--- config.mk ---
export PLATFORM = sky130hd
export DESIGN_NAME = strap_clock_ctrl
export DESIGN_NICKNAME = d
export VERILOG_FILES = /design/src/common/strap_pkg.sv /design/src/common/strap_if.sv /design/src/rtl/strap_capture.sv /design/src/rtl/strap_clock_ctrl.sv
export SDC_FILE = /design/constraint.sdc
export NUM_CORES = 1
export LEC_CHECK = 0
export ABC_AREA = 1
export BUFFER_PORTS_ARGS = -buffer_cell sky130_fd_sc_hd__buf_4
export CAP_MARGIN = 20
export CORE_ASPECT_RATIO = 1.1
export CORE_MARGIN = 2
export CORE_UTILIZATION = 45
export DETAILED_ROUTE_END_ITERATION = 6
export HOLD_SLACK_MARGIN = 0.05
export PLACE_DENSITY_LB_ADDON = 0.25
export SLEW_MARGIN = 10
export SYNTH_ARGS = -nofsm -noshare
export SYNTH_HDL_FRONTEND = slang
export SYNTH_SLANG_ARGS = --single-unit
--- constraint.sdc ---
create_clock -name mclk_i -period 1.55 [get_ports mclk_i]
set_input_delay 0.155 -clock mclk_i [delete_from_list [all_inputs] [get_ports mclk_i]]
set_output_delay 0.155 -clock mclk_i [all_outputs]
set_load 0.005 [all_outputs]
--- src/common/strap_pkg.sv ---
// constants for the control-mode strap and clock power block
// assumes one system clock; register bus is the device's own write/read port
package strap_pkg;
  localparam logic [6:0] SRC_REG_ADDR = 7'h15;
  localparam logic [6:0] PD_REG_ADDR = 7'h1E;
  localparam int SRC_SEL_BIT = 6;
  localparam int SYNTH_PD_BIT = 0;
  localparam int TX_PD_BIT = 2;
  localparam int OSC_PD_BIT = 3;
  localparam logic [7:0] SRC_REG_RESET = 8'h40;
  localparam logic [7:0] PD_REG_RESET = 8'h0D;
  localparam int REF_CLOCK_KHZ = 12000;
  typedef enum logic [1:0] {FMT_I2S16, FMT_I2S24, FMT_LJ24_FLAGS, FMT_RJ16} aif_format_t;
endpackage

--- src/common/strap_if.sv ---
// strap capture carrier between top and capture module
// assumes one clock domain
`timescale 1ns/1ps
interface strap_if;
  logic valid;
  logic sw_mode;
  logic master;
  logic tx_source;
  logic [1:0] fmt;
  modport cap (output valid, output sw_mode, output master, output tx_source, output fmt);
  modport top (input valid, input sw_mode, input master, input tx_source, input fmt);
endinterface

--- src/rtl/strap_capture.sv ---
// samples strap pins once, on the first clock after reset release
// assumes pins are settled and synchronous by then
`timescale 1ns/1ps
module strap_capture
  import strap_pkg::*;
(
  // clock and reset
  input wire logic mclk_i,
  input wire logic rst_i,
  // strap pins
  input wire logic data_pin_i,
  input wire logic clock_pin_i,
  input wire logic select_pin_i,
  input wire logic readback_pin_i,
  input wire logic gen_out_pin_i,
  // captured values
  strap_if.cap st
);
  logic valid_r, valid_nxt;
  logic [4:0] val_r, val_nxt;

  // latch once; held until next reset even while pins turn to outputs
  always_comb
  begin
    valid_nxt = 1'b1;
    val_nxt = valid_r ? val_r
      : {data_pin_i, clock_pin_i, select_pin_i, gen_out_pin_i, readback_pin_i}; // [RL18]
  end

  always_ff @(posedge mclk_i)
  begin
    if (rst_i)
    begin
      valid_r <= 1'b0;
      val_r <= 5'h00;
    end
    else
    begin
      valid_r <= valid_nxt;
      val_r <= val_nxt;
    end
  end

  assign st.valid = valid_r;
  assign st.sw_mode = val_r[4]; // [RL1]
  assign st.master = val_r[3];
  assign st.tx_source = val_r[2];
  assign st.fmt = val_r[1:0];
endmodule

--- src/rtl/strap_clock_ctrl.sv ---
// control-mode strap and clock power control
// assumes straps are settled at reset release and the register port is synchronous
// Summary of operation
// RL1 - control data pin at reset: low is hardware mode, high software mode
// RL2 - hardware mode powers every block up, unstrapped features take defaults
// RL3 - hardware mode keeps recovery defaults, assuming a 12 MHz reference
// RL4 - master role from register bit in software, clock strap in hardware
// RL5 - hardware mode transmit source from the select strap pin
// RL6 - hardware mode shared audio format from the two-bit strap
// RL7 - software mode sets receive and transmit formats separately
// RL8 - hardware mode drives status flags on the strap pins
// RL9 - transmitter power-down is bit 2 of 1Eh, resets to 1
// RL10 - transmit source is bit 6 of 15h, resets to 1
// RL11 - software powers transmitter down around source changes
// RL12 - software keeps oscillator on while synthesiser or receiver enabled
// RL13 - oscillator clock selectable for master clock and clock output pins
// RL14 - oscillator power-down is bit 3 of 1Eh, resets to 1
// RL15 - synthesiser power-down is bit 0 of 1Eh, resets to 1
// RL16 - synthesiser builds receive, pin and transmit encode clocks from oscillator; of these, code gates only the receive clock on osc_pd
// RL17 - receiver enabled gives automatic synthesiser mode, else manual; code also forces automatic mode in hardware mode
// RL18 - strap values are latched and held until the next reset
`timescale 1ns/1ps
module strap_clock_ctrl
  import strap_pkg::*;
(
  // clock and reset
  input wire logic mclk_i,
  input wire logic rst_i,
  // register port
  input wire logic reg_wr_i,
  input wire logic [6:0] reg_addr_i,
  input wire logic [7:0] reg_wdata_i,
  output logic [7:0] reg_rdata_o,
  // software-mode settings from other registers
  input wire logic sw_master_i,
  input wire logic [3:0] sw_rx_fmt_i,
  input wire logic [3:0] sw_tx_fmt_i,
  input wire logic rx_enable_i,
  input wire logic mclk_pin_from_osc_i,
  input wire logic clock_output_pin_from_osc_i,
  // raw clocks
  input wire logic osc_raw_i,
  input wire logic synth_clk_i,
  input wire logic synth_clk_b_i,
  input wire logic mclk_in_i,
  // status flags
  input wire logic transmission_error_flag_i,
  input wire logic non_audio_flag_i,
  input wire logic unlock_flag_i,
  input wire logic general_status_flag_i,
  // strap pins, two-way
  input wire logic control_data_pin_i,
  input wire logic control_clock_pin_i,
  output logic control_clock_pin_o,
  output logic control_clock_pin_oe_o,
  input wire logic control_select_pin_i,
  output logic control_select_pin_o,
  output logic control_select_pin_oe_o,
  input wire logic control_readback_pin_i,
  output logic control_readback_pin_o,
  output logic control_readback_pin_oe_o,
  input wire logic general_output_0_i,
  output logic general_output_0_o,
  output logic general_output_0_oe_o,
  // resolved configuration
  output logic sw_mode_o,
  output logic interface_master_select_o,
  output logic transmit_source_select_o,
  output logic [3:0] rx_fmt_o,
  output logic [3:0] tx_fmt_o,
  output logic recovery_defaults_o,
  output logic oscillator_power_down_o,
  output logic synth_power_down_o,
  output logic transmitter_power_down_o,
  output logic synth_auto_mode_o,
  // clocks out
  output logic oscillator_clock_o,
  output logic mclk_pin_clk_o,
  output logic clock_output_pin_o,
  output logic transmit_encode_clock_o,
  output logic rx_recovery_clock_o
);
  // captured strap values from the capture module
  strap_if st();
  // register file state
  logic [7:0] src_reg_r, src_reg_nxt;
  logic [7:0] pd_reg_r, pd_reg_nxt;
  logic [7:0] rdata_r, rdata_nxt;
  // decoded register port strobes
  logic wr_src, wr_pd;
  // resolved mode and forced power-downs
  logic hw;
  logic osc_pd, syn_pd, tx_pd;
  logic [3:0] hw_fmt;
  // transmitter encode source before the power gate
  logic enc_src;

  // strap capture kept apart so pin reuse cannot disturb the latch
  strap_capture u_cap (
    .mclk_i(mclk_i),
    .rst_i(rst_i),
    .data_pin_i(control_data_pin_i),
    .clock_pin_i(control_clock_pin_i),
    .select_pin_i(control_select_pin_i),
    .readback_pin_i(control_readback_pin_i),
    .gen_out_pin_i(general_output_0_i),
    .st(st)
  );

  // hardware mode only after the straps are caught
  // before capture the block behaves as software mode with pins released
  assign hw = st.valid & ~st.sw_mode; // [RL1]

  // write decode; writes ignored in hardware mode so straps always win
  assign wr_src = reg_wr_i & ~hw & (reg_addr_i == SRC_REG_ADDR);
  assign wr_pd = reg_wr_i & ~hw & (reg_addr_i == PD_REG_ADDR);

  // next register values, full byte stored on a write
  always_comb
  begin
    src_reg_nxt = src_reg_r;
    pd_reg_nxt = pd_reg_r;
    if (wr_src)
    begin
      src_reg_nxt = reg_wdata_i; // [RL10]
    end
    if (wr_pd)
    begin
      pd_reg_nxt = reg_wdata_i; // [RL9] [RL14] [RL15]
    end
  end

  // read mux; unknown addresses read as zero, no error reported
  always_comb
  begin
    rdata_nxt = 8'h00;
    case (reg_addr_i)
      SRC_REG_ADDR:
      begin
        rdata_nxt = src_reg_r;
      end
      PD_REG_ADDR:
      begin
        rdata_nxt = pd_reg_r;
      end
      default:
      begin
        rdata_nxt = 8'h00;
      end
    endcase
  end

  // register stage; read data lags the address by one cycle
  always_ff @(posedge mclk_i)
  begin
    if (rst_i)
    begin
      src_reg_r <= SRC_REG_RESET; // [RL10]
      pd_reg_r <= PD_REG_RESET; // [RL9] [RL14] [RL15]
      rdata_r <= 8'h00;
    end
    else
    begin
      src_reg_r <= src_reg_nxt;
      pd_reg_r <= pd_reg_nxt;
      rdata_r <= rdata_nxt;
    end
  end

  // registered read data straight to the port
  assign reg_rdata_o = rdata_r;

  // hardware mode forces every block powered up
  // register bits keep their value, so a readback in hardware mode may differ
  assign osc_pd = hw ? 1'b0 : pd_reg_r[OSC_PD_BIT]; // [RL2] [RL14]
  assign syn_pd = hw ? 1'b0 : pd_reg_r[SYNTH_PD_BIT]; // [RL2] [RL15]
  assign tx_pd = hw ? 1'b0 : pd_reg_r[TX_PD_BIT]; // [RL2] [RL9]
  assign oscillator_power_down_o = osc_pd;
  assign synth_power_down_o = syn_pd;
  assign transmitter_power_down_o = tx_pd;

  // role, source and format selection by mode
  assign sw_mode_o = ~hw;
  assign interface_master_select_o = hw ? st.master : sw_master_i; // [RL4]
  assign transmit_source_select_o = hw ? st.tx_source : src_reg_r[SRC_SEL_BIT]; // [RL5] [RL10]
  // hardware format shares one code for both sides
  assign hw_fmt = {2'b00, st.fmt}; // [RL6]
  assign rx_fmt_o = hw ? hw_fmt : sw_rx_fmt_i; // [RL6] [RL7]
  assign tx_fmt_o = hw ? hw_fmt : sw_tx_fmt_i; // [RL7]
  // recovery defaults cannot be altered while strapped
  assign recovery_defaults_o = hw; // [RL3]
  // receiver enabled drives synthesiser automatically; hardware mode has it on
  assign synth_auto_mode_o = hw | rx_enable_i; // [RL17]

  // status flags replace strap inputs only after capture, to avoid a drive fight
  assign control_clock_pin_o = transmission_error_flag_i; // [RL8]
  assign control_readback_pin_o = non_audio_flag_i; // [RL8]
  assign control_select_pin_o = unlock_flag_i; // [RL8]
  assign general_output_0_o = general_status_flag_i; // [RL8]
  assign control_clock_pin_oe_o = hw;
  assign control_readback_pin_oe_o = hw;
  assign control_select_pin_oe_o = hw;
  assign general_output_0_oe_o = hw;

  // clock gating: plain and-gates, a model of the analogue enables
  assign oscillator_clock_o = osc_raw_i & ~osc_pd; // [RL14]
  assign mclk_pin_clk_o = mclk_pin_from_osc_i ? oscillator_clock_o : synth_clk_i; // [RL13]
  assign clock_output_pin_o = clock_output_pin_from_osc_i ? oscillator_clock_o : synth_clk_i; // [RL13]
  // receive recovery clock only exists while the synthesiser runs from a live oscillator
  assign rx_recovery_clock_o = synth_clk_i & ~syn_pd & ~osc_pd; // [RL16]
  // route change while running may glitch; software powers down first
  assign enc_src = transmit_source_select_o ? mclk_in_i : (synth_clk_b_i & ~syn_pd); // [RL10]
  // powered-down transmitter sees no encode clock at all
  assign transmit_encode_clock_o = tx_pd ? 1'b0 : enc_src; // [RL9] [RL16]
endmodule

==> results.md, run 1 <==
- Core Box Area: 3386 sq um
- Sw power: ~0.43 mW
- Die ar.: 4080 sq um
- FF-to-FF End: pd_reg_r[3]
- Worst rel slew slack: about 75%
- Reg-to-Reg Start: u_cap.st.valid
- Register area share after synthesis: between 30 and 40%
- CTS tree: built
- Status: finished clean
- Slowest cell delay on critical path: 0.40 ns
- Clk pin slew, worst setup/hold paths: 0.10 ns
- FP Rows: 22
- WP data arrival: between 1 and 1.5 ns
- Worst-path fanout max: 9
- Max Freq: roughly 650 MHz
- I/O pins: 80
- Critical path's slowest cell: dfxtp_4
- Vias per cell: between 4 and 5
- Worst skew pair latency: ~0.33 ns
- CP Data Required Time: 1.39 ns
- Worst slew pin tran: approximately 0.38 ns
- Post-Syn Nets: 280
- WP buf/inv: 3
- Final cell count without fillers: ~350
- RSZ-0062 raised after global routing: true
- Inst Count DP: 342
- CP endpoint kind: primary output
- Area leader, netlist: dfxtp_1
- Die X: a little over 60 um
- Area Growth Syn to Fin: 37.24%
- Final Max Slew Viols: 0
- Flop pwr share: about half
- Root Buffer: clkbuf_4
- Largest net degree at the start of global routing: 26
- Tot GR Track Use: between 10% and 20%
- Initial antenna violation count: 0
- EDFF count, synth: 0
- First-pass GRT wire length: just under 6000 um
- Clk pwr share: ~28%
- Fin Hold WS: 0.06914 ns
- Clock Sinks: 30
- DR iter-0 viols: 32
- CTS HTree Levels: 2
- Hold path cells: 3
- Starting Density: between 40 and 50%
- Final hold vios: 0
- Final HPWL from detailed placement: about 2600 um
- Skew final: 0.01345 ns
- Crit path kind: flop to primary output
- Final #Nets: between 300 and 400
- Period utilization: between 90% and 100%
- Cell internal pwr: roughly 1.1 mW
- Most common cell in the synthesized netlist: nand2_1
- Post-synth ARST share: 0%
- Area share of the largest cell type after synthesis: between 30% and 40%
- Drt total wl: 3592 um
- Cell variety after synth: 22
- GP Congestion: just over 0.7
- Worst setup SP type: flop
- Maximum VDD drop: roughly 0.38 mV
- Synth Flop Type: dfxtp_1
- Vias in the first global route: ~1.4k
- Min-delay src: reg_wdata_i[2]
- Flops & latches, synth: 30
- TritonCTS Buffers: 5
- Synth top cells by count: nand2_1, inv_1, dfxtp_1, nor2_1, nand3_1
- IO Port Bufs: 71
- Die height: around 67 um
- Mapped Cells: 237
- Leakage: approximately 1.2 nW
- Origin of the worst setup path: u_cap.st.valid
- Avg Cell Area, Syn: between 6 and 7 sq um
- Diode count: 0
- Switching Share: 27.58%
- Max-Cap Viols: 0
- CP delay by family, top: flip-flops
- Min cycle time layout: between 1.5 and 2 ns
- Top post-synthesis cells by area: dfxtp_1, nand2_1, inv_1, nand3_1, nor2_1
- Worst Hold Class: input pin to flop
- Cts hold-fix bufs: 0
- Synth Cell Area: 1613 sq um
- Final setup violation count: 0
- Flop-to-flop setup slack: around 0.18 ns
- Cell Chain, Critical Path: buf_6 -> nand2_8 -> o21ai_4 -> inv_2 -> nand2_2 -> nand2_1 -> nor2_1 -> buf_4
- Maximum root-to-sink buffer count: 2
- Via count: 1,604
- Hold Path End: pd_reg_r[2]
- Total power: between 1.5 and 2 mW
- DRT Pass-1 Iters: 4
- PwrDens: 699.2 nW/um^2
- DR WL/cell: between 10 and 15 um
- DRC viols: 0
- Final TNS setup: 0 ns
- Fraction of layout cells with a size suffix above 1: roughly a third
- Congestion Overflow GR: 0
- Comb power frac: 21.2%
- Routed Antenna Nets: 0
- Worst reg2reg path depth: 7
- Final Util: 65.37%
- Syn. warnings: 0
[cells in the final DEF, fill, tap and decap left out, types with 2 or more instances in the layout]
master and n:
inv_1 37, inv_2 2, clkinv_2 2, clkbuf_4 5, a21oi_1 16, nand3_1 20, o21ai_0 5, nand2_1 67
dfxtp_1 28, nor2_8 2, nor2_1 25, a21oi_2 2, buf_6 3, nor2_4 4, buf_4 75, nand2_2 2
[worst reg2reg max path: stages (launching register included)]
cell and delay (ns):
dfxtp_4 0.38, inv_6 0.08, nor2_8 0.05, buf_6 0.14, nor2_8 0.29, nand3_4 0.18
nand2_1 0.10, nand3_1 0.07
[layer usage]
metal  up-vias  track usage (%)  routed length (um)
met2        56            34.04                1810
li1        837                -                   -
met3         5            5.243                 316
met4         0            8.424                  56
met1       706            20.07                1410
met5         -                0                   0
[layout make-up]
class                      count  area, sq um
fill                         338         1172
multi-input combinational    149        748.2
sequential                    30        605.6
timing repair buffer          78        596.8
inverter                      40        155.1
tap                           48        60.06
clock buffer                   5        37.54
clock inverter                 2        10.01
[flip-flops by register name, summed over array words and instances (netlist names)]
signal / count
pd_reg_r: 8
reg_rdata_o: 8
src_reg_r: 8
u_cap.st.valid: 1
u_cap.val_r: 5
[power by group through the flow]
stage / sequential, mW / clock [mW] / combinational [mW]
finish: 0.792 / 0.427 / 0.329
CTS: 0.791 / 0.433 / 0.320
floorplan: 0.806 / 0 / 0.166
global placement: 0.809 / 0 / 0.303
detailed placement: 0.809 / 0 / 0.306
global route: 0.793 / 0.469 / 0.366
[worst max path at each step]
stage | to | cells past startpoint
4_1_cts | transmit_encode_clock_o | 8
3_5_place_dp | transmit_encode_clock_o | 8
6_report | transmit_encode_clock_o | 8
3_3_place_gp | transmit_encode_clock_o | 8
2_1_floorplan | transmit_encode_clock_o | 6
5_1_grt | transmit_encode_clock_o | 8
[kinds of logic (layout without fill, tap and decap cells)]
kind of cell	Yosys count	in the layout	share of synthesized area, %
AOI/OAI and AO/OA	24	24	8.146
buffers and inverters	58	125	18.93
DFF	30	30	37.24
and+or+nand+nor	125	125	35.69
[metrics by stage]
stage / instance area (sq um) / setup WS [ns]
6_report: 2213 / 0.01138
5_1_grt: 2213 / -0.09053
4_1_cts: 2172 / -0.002628
3_5_place_dp: 2086 / 0.1718
3_3_place_gp: 2086 / 0.2077
2_1_floorplan: 1613 / 0.4125
[timing repair]
item / 4_1_cts / 5_1_grt
setup buffers: 1 / 2
resized for setup: 8 / 7
setup endpoints to repair: 14 / 5
pin swaps: 2 / 0
Note: power is estimated with default switching activity, not from simulation.
==> run 2, diff against run 1 <==
--- a/config.mk
+++ b/config.mk
@@ -10,7 +10,7 @@
 export CAP_MARGIN = 20
 export CORE_ASPECT_RATIO = 1.1
 export CORE_MARGIN = 2
-export CORE_UTILIZATION = 45
+export CORE_UTILIZATION = 41
 export DETAILED_ROUTE_END_ITERATION = 6
 export HOLD_SLACK_MARGIN = 0.05
 export PLACE_DENSITY_LB_ADDON = 0.25
==> constraint.sdc (replaced) <==
create_clock -name mclk_i -period 1.35 [get_ports mclk_i]
set_input_delay 0.135 -clock mclk_i [delete_from_list [all_inputs] [get_ports mclk_i]]
set_output_delay 0.135 -clock mclk_i [all_outputs]
set_load 0.005 [all_outputs]
==> run 2 against run 1 <==
Compared with the run above:
- the run now ends with negative setup slack left
- critical path type unchanged
- global-route usage shrank 1.5 points
- die area up 9.1%
- final area increased by 11%
- setup slack worse by 0.090 ns
- clock skew fell by 0.0068 ns
- highest routed layer unchanged
- largest cell class unchanged
- via count is 4.6% higher
- core utilization grew 0.79 points
- sequential power increased by 15%
- routed wire length increased by 8.1%
- first-iteration DRC count up 50%
- register-to-register slack worse by 0.09 ns
==> results.md, run 2 (synthesis results as in run 1) <==
- Final HPWL from detailed placement: 2635 um (+2.8%)
- Max Freq: about 700 MHz
- Diode count: 0 (unchanged)
- Die height: 69.78 um (+4.5%)
- FP Rows: 23 (+4.5%)
- Die X: 63.80 um (+4.5%)
- Met2 WL: 1972 um (+9.0%)
- Crit path kind: flop to primary output
- Final Util: 66.16% (+0.79 points)
- Metal-1 WL: 1603 um (+14%)
- Final Max Slew Viols: 0 (unchanged)
- Skew final: 0.006656 ns (-0.006792 ns)
- Worst-path fanout max: 4 (-5)
- CP Data Required Time: 1.22 ns (-0.17 ns)
- I/O pins: 80 (unchanged)
- Drt total wl: 3883 um (+8.1%)
- Fraction of layout cells with a size suffix above 1: 39.50% (+4.6 points)
- DRT Pass-1 Iters: 4 (unchanged)
- CTS HTree Levels: 2 (unchanged)
- Final #Nets: 361 (+4.0%)
- Commonest non-fill, non-tap cell in the layout: buf_4
- Filler cells: 338 (unchanged)
- RSZ-0062 raised after global routing: true
- Period utilization: 105.8%
- Most used cell along the critical path: nand2_1
- GP Congestion: 0.7521 (+3.7%)
- DR WL/cell: 10.52 um (+3.1%)
- Slowest cell delay on critical path: 0.38 ns (-0.02 ns)
- WP data arrival: 1.29 ns (-0.09 ns)
- Worst Hold Class: input pin to flop
- Vias in the first global route: 1,527 (+5.6%)
- Clock Sinks: 30 (unchanged)
- Cell Chain, Critical Path: buf_6 -> nand2_8 -> o21ai_4 -> inv_2 -> nand2_1 -> nand2_1 -> nor2_1 -> buf_4
- Core Box Area: 3712 sq um (+9.6%)
- Fin Hold WS: 0.09301 ns (+0.02387 ns)
- Status: finished, violations left
- Critical path's slowest cell: dfxtp_4
- Initial antenna violation count: 0 (unchanged)
- Final WS setup: -0.07858 ns (-0.08996 ns)
- Maximum VDD drop: 0.5469 mV (+43%)
- IO Port Bufs: 71 (unchanged)
- TritonCTS Buffers: 5 (unchanged)
- Vias per cell: 4.547 (-0.21%)
- Area Growth Syn to Fin: 52.29%
- Starting Density: 43.44% (-4.2 points)
- Worst slew pin tran: 0.3820 ns (+0.002521 ns)
- Commonest cells after routing, fill and taps aside: buf_4, nand2_1, inv_1
- Tot GR Track Use: 17.56% (-1.5 points)
- Die ar.: 4452 sq um (+9.1%)
- Placed cell area: 2128 sq um (+2.0%)
- First-pass GRT wire length: 6320 um (+8.5%)
- FF+latch area: 605.6 sq um (unchanged)
- CP endpoint kind: primary output
- Worst setup SP type: flop
- Max-Cap Viols: 0 (unchanged)
- Clk pin slew, worst setup/hold paths: 0.07 ns (-0.03 ns)
- Worst skew pair latency: 0.29 ns (-0.04 ns)
- Congestion Overflow GR: 0 (unchanged)
- Final setup violation count: 6 (+6)
- Min cycle time layout: around 1.4 ns
- Root Buffer: clkbuf_8
- Cts hold-fix bufs: 0 (unchanged)
- Worst rel slew slack: 74.47% (-0.17 points)
- Final hold vios: 0 (unchanged)
- Multi-input logic area: 782.0 sq um (+4.5%)
- Fin area: 2456 sq um (+11%)
- CTS tree: built
- Largest net degree at the start of global routing: 25 (-3.8%)
- Via count: 1,678 (+4.6%)
- Routed Antenna Nets: 0 (unchanged)
- Placement Setup Slack: 0.05034 ns (-0.1215 ns)
- DRC viols: 0 (unchanged)
- Leakage: 1.272 nW (+11%)
- Total power: 2.118 mW (+37%)
- Failing checks: negative setup slack
- Wire length on met3: 242 um (-23%)
- Maximum root-to-sink buffer count: 2 (unchanged)
- Max layer used: met4
- DR iter-0 viols: 48 (+50%)
- PwrDens: 862.1 nW/um^2 (+23%)
[run 2: repair_timing]
item,CTS,global route
endpoints found under the hold margin,0,0
pin swaps,5,7
buffers inserted,7,6
resized for setup,18,11
endpoints found under the setup margin,17,27
gates cloned,0,2
[run 2: worst paths after layout]
check	start	to	slack, ns	cells past startpoint
setup / recovery	u_cap.st.valid	transmit_encode_clock_o	-0.08	8
hold / removal	reg_wdata_i[6]	src_reg_r[6]	0.09	3
setup reg to reg	u_cap.st.valid	src_reg_r[5]	0.09	7
hold reg to reg	pd_reg_r[5]	reg_rdata_o[5]	0.46	2
[run 2: area by class of cell]
cell class / instances / area share [%]
multi-input cells: 150 / 31.84
well taps: 50 / 2.547
repair buffers: 91 / 30.77
inverters: 40 / 6.317
flip-flops and latches: 30 / 24.66
clock inverters: 2 / 0.5094
clock buffers: 6 / 3.362
[run 2: report_power, final]
| part | internal [mW] | switching (mW) | total (mW) | leakage, nW |
|---|---|---|---|---|
| sequential | 0.898 | 0.0126 | 0.910 | 0.244 |
| clock | 0.409 | 0.342 | 0.751 | 0.0472 |
| combinational | 0.257 | 0.199 | 0.457 | 0.981 |
| total | 1.56 | 0.554 | 2.12 | 1.27 |
[run 2: metrics by stage]
stage	setup TNS [ns]	instances
after detailed placement	0	346
after global routing	-0.8327	369
after global placement	0	346
final	-0.1730	369
after CTS	-0.3009	361
after floorplan	0	237
[run 2: worst max-delay path, delay by kind of cell, from the launching register on]
| family | cells | cell delay, ns |
|---|---|---|
| and+or+nand+nor | 4 | 0.22 |
| DFF | 1 | 0.38 |
| AOI/OAI and AO/OA | 1 | 0.14 |
| buffers and inverters | 3 | 0.27 |
[run 2: metal layers]
metal	vias to the layer above	global-route usage, %
met5	-	0
met1	754	19.13
met4	0	7.971
li1	866	-
met2	53	31.13
met3	5	4.708
==> run 3, diff against run 2 <==
--- a/config.mk
+++ b/config.mk
@@ -10,7 +10,7 @@
 export CAP_MARGIN = 20
 export CORE_ASPECT_RATIO = 1.1
 export CORE_MARGIN = 2
-export CORE_UTILIZATION = 41
+export CORE_UTILIZATION = 30
 export DETAILED_ROUTE_END_ITERATION = 6
 export HOLD_SLACK_MARGIN = 0.05
 export PLACE_DENSITY_LB_ADDON = 0.25
==> run 3 against run 2 <==
Compared with the run above:
- the flow still finishes with violations (negative setup slack)
- sequential power hardly changed
- critical path depth down 1
- first-iteration DRC count is 44% lower
- clock power fell by 4.0%
- die area up 34%
- core utilization decreased by 19 points
- flip-flop and latch count unchanged
- total power shrank 1.6%
- critical path type unchanged
- critical endpoint is now mclk_pin_clk_o
- largest cell class unchanged
- largest power group unchanged
==> results.md, run 3 (synthesis results as in run 1) <==
- Status: finished, violations left
- Failing checks: negative setup slack
- Setup crit end: mclk_pin_clk_o
- Worst rel slew slack: 73.97% (-0.51 points)
- Clock Sinks: 30 (unchanged)
- GP Congestion: 0.7481 (-0.53%)
- Origin of the worst setup path: u_cap.st.valid
- Starting Density: 30.49% (-13 points)
- Drt total wl: 3783 um (-2.6%)
- Congestion Overflow GR: 0 (unchanged)
- RSZ-0062 raised after global routing: true
- Final #Nets: 357 (-1.1%)
- Worst-path fanout max: 5 (+1)
- Final HPWL from detailed placement: 2701 um (+2.5%)
- Worst setup SP type: flop
- Final Util: 46.88% (-19 points)
- Final hold vios: 0 (unchanged)
- Clk pwr share: 34.6% (-0.8 points)
- Cts hold-fix bufs: 0 (unchanged)
- Initial antenna violation count: 0 (unchanged)
- IO Port Bufs: 71 (unchanged)
- Period utilization: 104.9% (-0.93 points)
- Max layer used: met4
- Flop pwr share: 43.6% (+0.6 points)
- Diode count: 0 (unchanged)
- Min cycle time layout: 1.416 ns (-0.01259 ns)
- Met2 WL: 1845 um (-6.4%)
- Comb power frac: 21.8% (+0.2 points)
- WP buf/inv: 2 (-1)
- Tot GR Track Use: 12.66% (-4.9 points)
- DR WL/cell: 9.700 um (-7.8%)
- CP delay by family, top: simple AND/OR/NAND/NOR gates
- Fin Hold WS: 0.1156 ns (+0.02256 ns)
- Flop-to-flop setup slack: 0.10 ns (about the same)
- TritonCTS Buffers: 5 (unchanged)
- FF-to-FF End: pd_reg_r[4]
- Final WS setup: -0.06599 ns (+0.01259 ns)
- Max Freq: 706.2 MHz (+0.89%)
- Most used cell along the critical path: nor2_4
- Final Max Slew Viols: 0 (unchanged)
- Vias per cell: 4.131 (-9.2%)
- DRT Pass-1 Iters: 4 (unchanged)
- Clk pin slew, worst setup/hold paths: 0.06 ns (about the same)
- Max-Cap Viols: 0 (unchanged)
- Switching Share: 24.85% (-1.3 points)
- CTS HTree Levels: 2 (unchanged)
- Cell Chain, Critical Path: inv_6 -> nor2_8 -> nor2_4 -> nor2_4 -> nand2_1 -> o21ai_1 -> buf_4
- CP endpoint kind: primary output
- Die ar.: 5979 sq um (+34%)
- Leakage: 1.246 nW (-2.1%)
- Commonest cells after routing, fill and taps aside: buf_4, nand2_1, inv_1
- Critical path depth in cells: 7 (-1)
- Metal-1 WL: 1611 um (+0.50%)
- Skew final: 0.003894 ns (-0.002763 ns)
- Total power: 2.084 mW (-1.6%)
- Vias in the first global route: 1,438 (-5.8%)
- Crit path kind: flop to primary output
- Via count: 1,611 (-4.0%)
- Slowest cell delay on critical path: 0.37 ns (about the same)
- CP Data Required Time: 1.22 ns (about the same)
- Wire length on met3: 273 um (+13%)
- Routed Antenna Nets: 0 (unchanged)
- Fin area: 2480 sq um (+0.97%)
- I/O pins: 80 (unchanged)
- Root Buffer: clkbuf_8
- First-pass GRT wire length: 5871 um (-7.1%)
- Worst reg2reg path depth: 8 (+1)
- Sw power: 0.5178 mW (-6.5%)
- Fraction of layout cells with a size suffix above 1: 38.41% (-1.1 points)
- FF+latch area: 608.1 sq um (+0.41%)
- PwrDens: 840.2 nW/um^2 (-2.5%)
- Worst slew pin tran: 0.3896 ns (+0.007605 ns)
- Cell internal pwr: 1.566 mW (+0.12%)
- Maximum root-to-sink buffer count: 2 (unchanged)
- Die height: 80.90 um (+16%)
- Multi-input logic area: 777.0 sq um (-0.64%)
- Maximum VDD drop: 0.3072 mV (-44%)
- Worst Hold Class: input pin to flop
- DRC viols: 0 (unchanged)
- Critical path's slowest cell: dfxtp_4
- Filler cells: 547 (+62%)
- FP Rows: 28 (+22%)
- DR iter-0 viols: 27 (-44%)
- Worst skew pair latency: 0.27 ns (-0.02 ns)
- Placed cell area: 2187 sq um (+2.8%)
- WP data arrival: 1.28 ns (about the same)
- Area Growth Syn to Fin: 53.76%
- Largest net degree at the start of global routing: 25 (unchanged)
- Commonest non-fill, non-tap cell in the layout: buf_4
- Core Box Area: 5290 sq um (+43%)
- Die X: 73.91 um (+16%)
- Reg-to-Reg Start: u_cap.st.valid
- CTS tree: built
- Final setup violation count: 3 (-3)
run 3: changes by cell type in the layout (fill, tap and decap cells not counted), sizes merged:
cell	previous run	this run
clkbuf	7	8
buf	90	86
clkinvlp	1	0
run 3: worst min path at each step:
| stage | from | end | slack [ns] | depth (start not counted) |
|---|---|---|---|---|
| after floorplan | general_output_0_i | u_cap.val_r[1] | 0.28 | 2 |
| after global placement | non_audio_flag_i | control_readback_pin_o | 0.27 | 0 |
| after detailed placement | non_audio_flag_i | control_readback_pin_o | 0.27 | 0 |
| after CTS | reg_wdata_i[2] | pd_reg_r[2] | 0.10 | 3 |
| after global routing | reg_wdata_i[3] | pd_reg_r[3] | 0.11 | 3 |
| final | reg_wdata_i[2] | pd_reg_r[2] | 0.12 | 3 |
run 3: cell type report:
type / instances / share of cell area, %
tap: 75 / 3.784
clock buffer: 7 / 3.481
timing repair buffer: 87 / 30.42
inverter: 40 / 6.256
sequential: 30 / 24.52
multi-input combinational: 150 / 31.33
clock inverter: 1 / 0.2018
run 3: metal layers:
metal,vias to the layer above,track usage [%]
met2,55,22.86
met4,0,5.455
li1,861,-
met1,691,13.81
met5,-,0
met3,4,3.226
run 3: stage by stage:
stage / TNS, ns / setup WS [ns] / instances
2_1_floorplan: 0 / 0.2325 / 237
4_1_cts: -0.3246 / -0.07397 / 387
3_3_place_gp: 0 / 0.1163 / 373
3_5_place_dp: 0 / 0.07451 / 373
6_report: -0.1760 / -0.06599 / 390
5_1_grt: -0.7839 / -0.1435 / 390
run 3: tightest hold or removal path: stages:
cell and delay, ns:
buf_4 0.09, nand3_1 0.06, nand3_1 0.07
run 3: what timing repair did:
item / CTS / global route
buffers inserted: 6 / 1
endpoints found under the setup margin: 19 / 13
gates resized for setup: 17 / 13
cloned: 0 / 2
pin swaps: 4 / 4
run 3: power by group through the flow:
stage          sequential [mW]  clock, mW  combinational [mW]
2_1_floorplan            0.925          0               0.191
3_3_place_gp             0.928          0               0.376
3_5_place_dp             0.928          0               0.378
4_1_cts                  0.908      0.747               0.421
5_1_grt                  0.909      0.783               0.499
6_report                 0.908      0.721               0.455
